### config.mk
export PLATFORM = sky130hd
export DESIGN_NAME = command_status_regs
export DESIGN_NICKNAME = d
export VERILOG_FILES = /design/src/shared/cmd_status_pkg.sv /design/src/logic/command_status_regs.sv /design/src/logic/list_filled_flag.sv
export VERILOG_INCLUDE_DIRS = /design/src /design/src/shared
export SDC_FILE = /design/constraint.sdc
export NUM_CORES = 1
export LEC_CHECK = 0
export BUFFER_PORTS_ARGS = -buffer_cell sky130_fd_sc_hd__buf_2
export CAP_MARGIN = 20
export CELL_PAD_IN_SITES_DETAIL_PLACEMENT = 1
export CELL_PAD_IN_SITES_GLOBAL_PLACEMENT = 1
export CORE_ASPECT_RATIO = 0.5
export CORE_UTILIZATION = 31
export CTS_BUF_LIST = sky130_fd_sc_hd__clkbuf_4
export CTS_CLUSTER_SIZE = 25
export DETAILED_ROUTE_END_ITERATION = 8
export GPL_TIMING_DRIVEN = 1
export HOLD_SLACK_MARGIN = 0.03
export PLACE_DENSITY_LB_ADDON = 0.2
export SYNTH_ARGS = -nofsm -noshare
export SYNTH_HDL_FRONTEND = slang
export SYNTH_SLANG_ARGS = --single-unit
### constraint.sdc
create_clock -name clk_in -period 1.54 [get_ports clk_in]
set_input_delay 0.077 -clock clk_in [delete_from_list [all_inputs] [get_ports clk_in]]
set_output_delay 0.077 -clock clk_in [all_outputs]
set_load 0.05 [all_outputs]
### src/shared/cmd_status_regs.svh
// Offsets, field positions, reset values and timing counts
// Assumes a 50 MHz controller clock
`ifndef CMD_STATUS_REGS_SVH
`define CMD_STATUS_REGS_SVH
`define CSR_OFFSET          8'h08
`define CSR_RESET_VALUE     32'h0000_0000
`define CSR_SRR_BIT         0
`define CSR_CLF_BIT         1
`define CSR_BLF_BIT         2
`define CSR_OCR_BIT         3
`define CSR_SOC_LO          16
`define CSR_SOC_HI          17
`define EVT_SO_BIT          0
`define EVT_OC_BIT          30
`define CLK_PERIOD_NS       20
`define SRST_LIMIT_NS       10000
`define SRST_CYCLES         (`SRST_LIMIT_NS / `CLK_PERIOD_NS)
`define SRST_DONE_CYCLES    16
`endif

### src/shared/cmd_status_pkg.sv
// Types shared by the command and status logic
// Assumes nothing of its surroundings
package cmd_status_pkg;
  typedef struct packed {
    logic        valid;
    logic        write;
    logic [7:0]  addr;
    logic [31:0] wdata;
  } reg_req_t;

  typedef enum logic [2:0] {
    ST_RUN   = 3'b001,
    ST_RESET = 3'b010,
    ST_DONE  = 3'b100
  } srst_state_t;
endpackage

### src/logic/command_status_regs.sv
// Command and status register with overrun counter and soft reset
// Assumes a synchronous register port and an external list engine
//
// Notes on behaviour
// - Each scheduling overrun increments the two-bit count at bits 17:16.
// - Count resets to zero and wraps from three back to zero.
// - Count increments even when the overrun event flag is already set.
// - Setting ownership request bit 3 sets ownership change flag bit 30.
// - Ownership request clears after changeover and stays clear.
// - At bulk head: skip if bit clear, else clear it and process.
// - Descriptor found in bulk list re-sets bulk filled bit.
// - At control head: skip if bit clear, else clear and process.
// - Descriptor found in control list re-sets control filled bit.
// - Reset bit 0 forces suspend and resets registers except exempt ones.
// - No host bus accesses while the software reset is in progress.
// - Software reset completes within 10 us, then its bit self-clears.
// - Software reset leaves root hub and downstream ports untouched.
// - Writes set bits written one and leave zero bits unchanged.
// - Periodic list unfinished at end of frame is an overrun.
// - Reads return every current bit, including counter and commands.
`include "cmd_status_regs.svh"
module command_status_regs #(
  parameter int SRST_DONE = `SRST_DONE_CYCLES
) (
  input  wire logic                     clk_in,
  input  wire logic                     rst_n_in,
  input  wire cmd_status_pkg::reg_req_t req_in,
  output logic [31:0]                   rdata_out,
  output logic                          rvalid_out,
  input  wire logic                     end_of_frame_in,
  input  wire logic                     periodic_busy_in,
  input  wire logic                     changeover_done_in,
  input  wire logic                     bulk_start_in,
  input  wire logic                     bulk_td_found_in,
  input  wire logic                     ctrl_start_in,
  input  wire logic                     ctrl_td_found_in,
  output logic                          bulk_process_out,
  output logic                          ctrl_process_out,
  output logic                          overrun_event_out,
  output logic                          ownership_event_out,
  output logic                          soft_reset_out,
  output logic                          suspend_enter_out,
  output logic                          bus_master_en_out
);
  // Request edge to bit clear takes SRST_DONE + 1 cycles
  if (SRST_DONE < 1 || SRST_DONE > `SRST_CYCLES - 1) begin
    $error("SRST_DONE must finish the soft reset within 10 us");
  end

  logic       rst_meta_r;
  logic       rst_sync_r;
  logic [1:0] overrun_count_r;
  logic       own_req_r;
  logic       reset_req_r;
  logic [9:0] srst_cnt_r;
  cmd_status_pkg::srst_state_t srst_state_r;
  logic       bulk_flag;
  logic       ctrl_flag;
  logic       wr_hit;
  logic       overrun;
  logic       srst_clear;

  always_ff @(posedge clk_in or negedge rst_n_in) begin
    if (!rst_n_in) begin
      rst_meta_r <= 1'b0;
      rst_sync_r <= 1'b0;
    end else begin
      rst_meta_r <= 1'b1;
      rst_sync_r <= rst_meta_r;
    end
  end

  assign wr_hit = req_in.valid & req_in.write
                & (req_in.addr == `CSR_OFFSET);
  assign overrun = end_of_frame_in & periodic_busy_in;
  assign srst_clear = (srst_state_r == cmd_status_pkg::ST_RESET);

  // Overrun count: cleared by soft reset, counts regardless of flag
  always_ff @(posedge clk_in or negedge rst_sync_r) begin
    if (!rst_sync_r) begin
      overrun_count_r <= 2'h0;
    end else if (srst_clear) begin
      overrun_count_r <= 2'h0;
    end else if (overrun) begin
      overrun_count_r <= overrun_count_r + 2'h1;
    end
  end

  assign overrun_event_out = overrun & ~srst_clear;

  // Ownership request: write-one-to-set, set wins over changeover clear
  always_ff @(posedge clk_in or negedge rst_sync_r) begin
    if (!rst_sync_r) begin
      own_req_r <= 1'b0;
    end else if (wr_hit && req_in.wdata[`CSR_OCR_BIT]) begin
      own_req_r <= 1'b1;
    end else if (srst_clear || changeover_done_in) begin
      own_req_r <= 1'b0;
    end
  end

  assign ownership_event_out = wr_hit & req_in.wdata[`CSR_OCR_BIT];

  list_filled_flag u_bulk (
    .clk_in        (clk_in),
    .rst_n_in      (rst_sync_r),
    .clr_in        (srst_clear),
    .sw_set_in     (wr_hit & req_in.wdata[`CSR_BLF_BIT]),
    .list_start_in (bulk_start_in),
    .td_found_in   (bulk_td_found_in),
    .flag_out      (bulk_flag),
    .process_out   (bulk_process_out)
  );

  list_filled_flag u_ctrl (
    .clk_in        (clk_in),
    .rst_n_in      (rst_sync_r),
    .clr_in        (srst_clear),
    .sw_set_in     (wr_hit & req_in.wdata[`CSR_CLF_BIT]),
    .list_start_in (ctrl_start_in),
    .td_found_in   (ctrl_td_found_in),
    .flag_out      (ctrl_flag),
    .process_out   (ctrl_process_out)
  );

  // Soft reset sequencer
  always_ff @(posedge clk_in or negedge rst_sync_r) begin
    if (!rst_sync_r) begin
      srst_state_r <= cmd_status_pkg::ST_RUN;
      srst_cnt_r   <= 10'h000;
      reset_req_r  <= 1'b0;
    end else begin
      unique case (srst_state_r)
        cmd_status_pkg::ST_RUN: begin
          if (wr_hit && req_in.wdata[`CSR_SRR_BIT]) begin
            reset_req_r  <= 1'b1;
            srst_state_r <= cmd_status_pkg::ST_RESET;
            srst_cnt_r   <= 10'h000;
          end
        end
        cmd_status_pkg::ST_RESET: begin
          srst_cnt_r <= srst_cnt_r + 10'h001;
          if (srst_cnt_r == 10'(SRST_DONE - 1)) begin
            srst_state_r <= cmd_status_pkg::ST_DONE;
          end
        end
        cmd_status_pkg::ST_DONE: begin
          reset_req_r  <= 1'b0;
          srst_state_r <= cmd_status_pkg::ST_RUN;
        end
        default: srst_state_r <= cmd_status_pkg::ST_RUN;
      endcase
    end
  end

  // Root hub and port resets are not driven from here
  assign soft_reset_out    = srst_clear;
  assign suspend_enter_out = (srst_state_r == cmd_status_pkg::ST_DONE);
  assign bus_master_en_out = ~reset_req_r;

  always_ff @(posedge clk_in or negedge rst_sync_r) begin
    if (!rst_sync_r) begin
      rdata_out  <= `CSR_RESET_VALUE;
      rvalid_out <= 1'b0;
    end else begin
      rvalid_out <= req_in.valid & ~req_in.write;
      rdata_out  <= 32'h0000_0000;
      if (req_in.valid && !req_in.write
          && req_in.addr == `CSR_OFFSET) begin
        rdata_out[`CSR_SOC_HI:`CSR_SOC_LO] <= overrun_count_r;
        rdata_out[`CSR_OCR_BIT] <= own_req_r;
        rdata_out[`CSR_BLF_BIT] <= bulk_flag;
        rdata_out[`CSR_CLF_BIT] <= ctrl_flag;
        rdata_out[`CSR_SRR_BIT] <= reset_req_r;
      end
    end
  end

  a_count_step: assert property (@(posedge clk_in) disable iff (!rst_sync_r)
    overrun && !srst_clear |=> overrun_count_r
      == $past(overrun_count_r) + 2'h1)
    else $error("overrun count did not step");
  a_count_wrap: assert property (@(posedge clk_in) disable iff (!rst_sync_r)
    overrun && !srst_clear && overrun_count_r == 2'h3
      |=> overrun_count_r == 2'h0)
    else $error("overrun count did not wrap");
  a_own_event: assert property (@(posedge clk_in) disable iff (!rst_sync_r)
    ownership_event_out |=> own_req_r)
    else $error("ownership request not held");
  a_own_clear: assert property (@(posedge clk_in) disable iff (!rst_sync_r)
    changeover_done_in && !wr_hit |=> !own_req_r)
    else $error("ownership request not cleared");
  a_bulk_skip: assert property (@(posedge clk_in) disable iff (!rst_sync_r)
    bulk_start_in && !bulk_flag |-> !bulk_process_out)
    else $error("bulk list processed while empty");
  a_bulk_rearm: assert property (@(posedge clk_in) disable iff (!rst_sync_r)
    bulk_td_found_in && !srst_clear |=> bulk_flag)
    else $error("bulk flag not rearmed");
  a_ctrl_take: assert property (@(posedge clk_in) disable iff (!rst_sync_r)
    ctrl_process_out && !ctrl_td_found_in && !wr_hit |=> !ctrl_flag)
    else $error("control flag not taken");
  a_srst_bound: assert property (@(posedge clk_in) disable iff (!rst_sync_r)
    $rose(reset_req_r) |-> ##[1:500] !reset_req_r)
    else $error("soft reset exceeded limit");
  a_srst_quiet: assert property (@(posedge clk_in) disable iff (!rst_sync_r)
    reset_req_r |-> !bus_master_en_out)
    else $error("bus access during soft reset");
  a_srst_state: assert property (@(posedge clk_in) disable iff (!rst_sync_r)
    srst_clear |-> overrun_count_r == 2'h0 || $past(srst_clear) == 1'b0)
    else $error("registers not cleared by soft reset");

  c_overrun_wrap: cover property (@(posedge clk_in)
    overrun && overrun_count_r == 2'h3);
  c_soft_reset: cover property (@(posedge clk_in) suspend_enter_out);
  c_bulk_run: cover property (@(posedge clk_in)
    bulk_process_out ##1 bulk_td_found_in);
  c_own_change: cover property (@(posedge clk_in)
    ownership_event_out ##[1:20] changeover_done_in);
endmodule

### src/logic/list_filled_flag.sv
// One list-filled flag: software sets, list engine clears and re-arms
// Assumes one clock and synchronous strobes
module list_filled_flag (
  input  wire logic clk_in,
  input  wire logic rst_n_in,
  input  wire logic clr_in,
  input  wire logic sw_set_in,
  input  wire logic list_start_in,
  input  wire logic td_found_in,
  output logic      flag_out,
  output logic      process_out
);
  // Process the list only when the flag was set at head
  assign process_out = list_start_in & flag_out;

  always_ff @(posedge clk_in or negedge rst_n_in) begin
    if (!rst_n_in) begin
      flag_out <= 1'b0;
    end else if (clr_in) begin
      flag_out <= 1'b0;
    end else if (sw_set_in || td_found_in) begin
      flag_out <= 1'b1;
    end else if (list_start_in) begin
      flag_out <= 1'b0;
    end
  end
endmodule

; After elaboration in Yosys (flattened, before gate mapping)
; Index checks and enable logic that the tools add are counted.
[word_totals]
reg_bits = 28
in_bits = 51
output_inout_bits = 40
wordCells = 69
[classes]
addsub = 2
n_eq_ne = 7
muxes = 19
bitwise_logic = 13
reduce_logical = 17
[op_table]
columns = cell, n
row1 = $pmux 10 s2, 1
row2 = $add 10x1->10 const B, 1
row3 = $and 1x1->1, 10
row4 = $eq 10x4->1 const B, 1
row5 = $mux 10, 1
row6 = $mux 1, 9
row7 = $eq 8x4->1 const B, 1
row8 = $reduce_bool 2->1, 4
row9 = $mux 2, 3
row10 = $mux 3, 2
row11 = $pmux 3 s2, 1
row12 = $reduce_and 2->1, 3
row13 = $reduce_bool 3->1, 2
row14 = $logic_and 1x1->1, 4
row15 = $mux 4, 1
row16 = $eq 3x1->1 const B, 1
row17 = $eq 3x2->1 const B, 1
row18 = $eq 3x3->1 const B, 1
row19 = $logic_or 1x1->1, 3
row20 = $not 1->1, 3
row21 = $add 2x1->2 const B, 1
row22 = $ne 2x1->1 const B, 1
row23 = $ne 2x2->1 const B, 1
row24 = $pmux 1 s2, 1
row25 = $logic_not 1->1, 1

; Logic depth before layout (Yosys ltp)
[logic_depth]
word_depth = 6
depth_mapped = 5

; By module
; From an unflattened synthesis, not the netlist that was laid out.
[unflattened]
cells_unflattened = 151
hier_area_um2 = 1521.5
[by_module_without_submodules]
columns = mod, n_inst, cells_per_inst, area_per_inst_um2, seq_area_each_um2
row1 = command_status_regs, 1, 141, 1418.9, 651.9
row2 = list_filled_flag, 2, 5, 51.3, 25.0

; Least setup slack after synthesis
; Ideal clock, no wire load.
[synth_path]
path_type = reg-to-reg
startpoint = register srst_state_r[1]
endpoint = register reset_req_r
t_arrival_ns = 1.704
required_ns = 1.351
path_slack_ns = -0.353
path_stages_with_launch = 3
n_path_buf = 0
cell_sequence = dfrtp_1 > nor3b_1 > o21ai_0
[synth_via]
elab_chain_cells = 3
elab_cells_between_ends = 6
[synth_lines]
columns = item, line
row1 = "start, declared", command_status_regs.sv:56  ; cmd_status_pkg::srst_state_t srst_state_r;
row2 = "start signal, assigned", command_status_regs.sv:129  ; srst_state_r <= cmd_status_pkg::ST_RUN;
row3 = "start signal, assigned", command_status_regs.sv:137  ; srst_state_r <= cmd_status_pkg::ST_RESET;
row4 = "start signal, assigned", command_status_regs.sv:144  ; srst_state_r <= cmd_status_pkg::ST_DONE;
row5 = $eq 3x3->1 *, --
row6 = net suspend_enter_out, command_status_regs.sv:42  ; output logic suspend_enter_out,
row7 = $reduce_bool 2->1 (no line), --
row8 = $reduce_and 2->1 (no line), --
row9 = "end signal, assigned", command_status_regs.sv:131  ; reset_req_r <= 1'b0;
row10 = "end signal, assigned", command_status_regs.sv:136  ; reset_req_r <= 1'b1;
row11 = "end signal, assigned", command_status_regs.sv:148  ; reset_req_r <= 1'b0;
row12 = "end, declared", command_status_regs.sv:54  ; logic reset_req_r;
; Mark *: on every way through the listed nets, which the timed path passes. The rest lies on a longest branch.
; A chain may end at the register's enable or synchronous reset.

; Worst setup path after layout
[layout_path]
startpoint = register srst_state_r[0]
endpoint = register srst_cnt_r[1]
[layout_via]
elab_chain_cells = 3
elab_cells_between_ends = 6
[layout_lines]
columns = item, line
row1 = $eq 3x1->1 or $eq 3x2->1 (tied branches), command_status_regs.sv:133  ; unique case (srst_state_r)
row2 = $ne 2x2->1 (no line) or $reduce_bool 2->1 (tied branches), --
row3 = $reduce_and 2->1 (no line), --
row4 = "end signal, assigned", command_status_regs.sv:142  ; srst_cnt_r <= srst_cnt_r + 10'h001;
row5 = "end, declared", command_status_regs.sv:55  ; logic [9:0] srst_cnt_r;
; Several ways; a longest one is shown, not always the timed one.

==> flow_summary.html <==
<table>
<tr><th>Metric</th><th>Value</th></tr>
<tr><th colspan="2">Floorplanning</th></tr>
<tr><td>Effective utilization at floorplan</td><td>32.9%</td></tr>
<tr><td>Area of the die</td><td>0.00504 mm2</td></tr>
<tr><td>Area of the core</td><td>0.00447 mm2</td></tr>
<tr><td>Count of standard-cell rows</td><td>17</td></tr>
<tr><td>Floorplan die width</td><td>99.4 um</td></tr>
<tr><td>Die outline height</td><td>50.7 um</td></tr>
<tr><td>I/O pins</td><td>91</td></tr>
<tr><th colspan="2">Synthesis</th></tr>
<tr><td>Number of flops mapped to enable cells by yosys</td><td>0</td></tr>
<tr><td>Number of register bits inferred by synthesis</td><td>28</td></tr>
<tr><td>Portion of synthesized cell area occupied by the leading cell type</td><td>46.0%</td></tr>
<tr><td>Synthesized instance count</td><td>144</td></tr>
<tr><td>Syn avg cell area</td><td>10.2 um2</td></tr>
<tr><td>Leading cell types by total area after synthesis</td><td>sky130_fd_sc_hd__dfrtp_1 (46%), sky130_fd_sc_hd__buf_4 (14%), sky130_fd_sc_hd__and2_1 (4.7%), sky130_fd_sc_hd__a21oi_1 (2.7%), sky130_fd_sc_hd__nand3_1 (2.7%)</td></tr>
<tr><td>Register area share after synthesis</td><td>47.7%</td></tr>
<tr><td>Post-Syn Area</td><td>0.00147 mm2</td></tr>
<tr><td>Yosys Warn Count</td><td>0</td></tr>
<tr><td>Most instantiated flip-flop cell in the synthesis netlist</td><td>sky130_fd_sc_hd__dfrtp_1</td></tr>
<tr><td>Share of synthesized flip-flops with an asynchronous set or reset</td><td>100%</td></tr>
<tr><td>Unique masters post-synth</td><td>38</td></tr>
<tr><td>Dominant cell type by area after synthesis</td><td>sky130_fd_sc_hd__dfrtp_1</td></tr>
<tr><td>Post-synth top cells</td><td>sky130_fd_sc_hd__buf_4 (27), sky130_fd_sc_hd__dfrtp_1 (27), sky130_fd_sc_hd__and2_1 (11)</td></tr>
<tr><th colspan="2">Setup path</th></tr>
<tr><td>Path type of the worst setup path</td><td>reg2reg</td></tr>
<tr><td>Critical Path AT</td><td>1.78 ns</td></tr>
<tr><td>Critical Path End Type</td><td>register</td></tr>
<tr><td>Data required time of the critical path</td><td>1.78 ns</td></tr>
<tr><td>Worst setup SP type</td><td>register</td></tr>
<tr><td>Worst-case register-to-register setup slack</td><td>0.001 ns</td></tr>
<tr><td>Critical Path Fanout Max</td><td>6</td></tr>
<tr><th colspan="2">Power and ir drop</th></tr>
<tr><td>VDD IR max</td><td>0.239 mV</td></tr>
<tr><td>Cell leakage power</td><td>0.989 nW</td></tr>
<tr><td>Post-layout total power</td><td>0.00127 W</td></tr>
<tr><td>Total power divided by cell area</td><td>664 mW/mm2</td></tr>
<tr><th colspan="2">Layout</th></tr>
<tr><td>Fin cells</td><td>264</td></tr>
<tr><td>Layout Area Growth over Synthesis</td><td>30.2%</td></tr>
<tr><td>Area taken by multi-input logic gates</td><td>658 um2</td></tr>
<tr><td>Number of diodes</td><td>0</td></tr>
<tr><td>Area used by sequential logic in the layout</td><td>702 um2</td></tr>
<tr><td>Share of layout cells above drive strength 1</td><td>35.7%</td></tr>
<tr><td>Cell area after layout</td><td>0.00191 mm2</td></tr>
<tr><td>Nets</td><td>260</td></tr>
<tr><td>Fill cell count</td><td>521</td></tr>
<tr><th colspan="2">Place</th></tr>
<tr><td>Final weighted congestion in routability-driven placement</td><td>0.761</td></tr>
<tr><td>Cell area after placement</td><td>0.00171 mm2</td></tr>
<tr><td>Cell Count Post-Placement</td><td>246</td></tr>
<tr><td>HPWL Detailed</td><td>2380 um</td></tr>
<tr><td># port buffers</td><td>36</td></tr>
<tr><th colspan="2">Timing</th></tr>
<tr><td>Final number of max-transition violations</td><td>0</td></tr>
<tr><td>Worst-case clock skew</td><td>0.00466 ns</td></tr>
<tr><td>RSZ-0062 raised after global routing</td><td>true</td></tr>
<tr><td>Setup violation total in the final timing report</td><td>0</td></tr>
<tr><td>Final hold violations</td><td>0</td></tr>
<tr><td>Hold slack final</td><td>0.0920 ns</td></tr>
<tr><td>Maximum frequency from static timing analysis</td><td>0.650 GHz</td></tr>
<tr><td>Sum Neg Setup Slack</td><td>0 ns</td></tr>
<tr><td>Time the worst path needs with I/O delays and setup</td><td>1.54 ns</td></tr>
<tr><td>Crit share post-route</td><td>99.9%</td></tr>
<tr><th colspan="2">Global routing</th></tr>
<tr><td>Leftover overflow at the end of global routing</td><td>0</td></tr>
<tr><td>Number of antenna violations at the first check in global routing</td><td>0</td></tr>
<tr><td>Overall track demand over capacity in global routing</td><td>14.2%</td></tr>
<tr><td>Maximum number of pins on one net before global-route repair</td><td>27</td></tr>
<tr><td>First-pass GRT wire length</td><td>5470 um</td></tr>
<tr><td>Vias in the first global route</td><td>1158</td></tr>
<tr><th colspan="2">Detailed routing</th></tr>
<tr><td>Total Wirelength</td><td>3300 um</td></tr>
<tr><td>Total vias in the final route</td><td>1175</td></tr>
<tr><td>Vias per cell</td><td>4.45</td></tr>
<tr><td>DRC violation count after routing</td><td>0</td></tr>
<tr><td>Number of optimization iterations in the first detailed-route pass</td><td>4</td></tr>
<tr><td>Remaining antenna violation count after routing</td><td>0</td></tr>
<tr><td>Routed length per instance</td><td>12.5 um</td></tr>
<tr><td>Starting DRC count in detailed routing</td><td>29</td></tr>
<tr><th colspan="2">Clock tree</th></tr>
<tr><td>Clock tree root buffer cell</td><td>sky130_fd_sc_hd__clkbuf_4</td></tr>
<tr><td>Later-pin clock latency in the skew report</td><td>0.33 ns</td></tr>
<tr><td>Clock tree from TritonCTS</td><td>built</td></tr>
<tr><td>Clock Pin Slew Worst Setup and Hold Paths</td><td>0.14 ns</td></tr>
<tr><td>TritonCTS buffer count</td><td>3</td></tr>
<tr><td>Sinks on Clock Net</td><td>28</td></tr>
<tr><td>Number of H-tree branching levels</td><td>1</td></tr>
<tr><td>Clk buf depth</td><td>2</td></tr>
<tr><th colspan="2">Run status</th></tr>
<tr><td>Run status</td><td>finished clean</td></tr>
<tr><th colspan="2">Worst hold path</th></tr>
<tr><td>Hold crit path type</td><td>in2reg</td></tr>
<tr><th colspan="2">Job</th></tr>
<tr><td>Max-cap check violation count</td><td>0</td></tr>
</table>
[where the power goes]
part / leakage [nW] / internal [W] / switching [W]
sequential: 0.341 / 0.000739 / 0.00000121
combinational: 0.633 / 0.0000456 / 0.000182
clock: 0.0154 / 0.0000953 / 0.000207
total: 0.989 / 0.000880 / 0.000391
[per-stage QoR]
step | utilization, % | worst slack, ns
after floorplan | - | 0.0346
after global placement | 38.2 | -0.000541
after detailed placement | 38.2 | -0.0231
after CTS | 42.1 | 0.00221
after global routing | 42.9 | -0.0696
final | 42.9 | 0.00119
[area by class of cell]
| class | instances | share of cell area, % |
|---|---|---|
| inverter | 6 | 1.57 |
| timing repair buffer | 62 | 22.3 |
| tap | 57 | 3.73 |
| clock buffer | 3 | 1.18 |
| multi-input combinational | 107 | 34.4 |
| sequential | 28 | 36.7 |
| clock inverter | 1 | 0.196 |
[sequential cells by signal, indices dropped and copies added, names as in the netlist, 2 cells and up]
name             flops
overrun_count_r      2
srst_state_r         3
srst_cnt_r          10
rdata_out            6
[cell usage in the layout, fill, tap and decap left out, drive strengths merged]
cell type,Yosys,layout
and2,11,11
nand3,8,8
nand4,3,3
dfrtp,27,27
dfstp,1,1
and4,1,1
o21ai,4,4
o21a,2,2
a221o,1,1
nor3,4,4
and2b,2,2
inv,6,5
a31oi,2,2
a211o,2,2
xnor2,1,1
and3,5,5
or3b,1,1
dlygate4sd3,0,8
buf,28,54
nor2,6,6
ha,1,1
nor4b,1,1
xor2,2,2
clkbuf,0,3
nor4,1,1
clkinv,0,2
conb,2,27
a21oi,8,8
o22a,1,1
a31o,2,2
nand2,7,7
nor3b,3,3
and4bb,1,1
[cell families after synthesis]
family,Yosys count,share of synthesized area [%]
compound gates,22,9.70
xor+xnor,3,1.79
fa+ha+maj,1,0.851
buf+inv,34,15.7
flops,28,47.7
other cells,2,0.511
simple gates,54,23.7
[worst max-delay path, cell delays in order, from the launching register on]
cell and delay, ns:
sky130_fd_sc_hd__dfstp_2 0.58, sky130_fd_sc_hd__or3b_4 0.16, sky130_fd_sc_hd__clkinv_4 0.08, sky130_fd_sc_hd__buf_4 0.15, sky130_fd_sc_hd__buf_4 0.15, sky130_fd_sc_hd__and2_1 0.15
sky130_fd_sc_hd__a31o_1 0.18
[layer usage]
metal / GRT usage [%] / wire, um / share of wire [%]
met1: 16.2 / 1470 / 45
met2: 26.7 / 1570 / 48
met3: 3.76 / 219 / 6.6
met4: 3.68 / 40 / 1.2
met5: 0 / 0 / 0
[worst paths after layout]
kind                       cells after the start             from         endpoint
max                                            6  srst_state_r[0]    srst_cnt_r[1]
min                                            4    ctrl_start_in  u_ctrl.flag_out
max reg2reg                                    6  srst_state_r[0]    srst_cnt_r[1]
min reg2reg                                    1       rst_sync_r     rdata_out[1]
max in group asynchronous                      3         rst_n_in       rst_sync_r
min in group asynchronous                      1       rst_sync_r     rdata_out[1]
[repair_timing]
| item | CTS | global route |
|---|---|---|
| setup endpoints to repair | 5 | 10 |
| pin swaps | 4 | 7 |
| setup buffers | 6 | 1 |
| endpoints found under the hold margin | 6 | 0 |
| hold buffers | 8 | 0 |
| gates resized for setup | 10 | 8 |
Note: power is estimated with default switching activity, not from simulation.
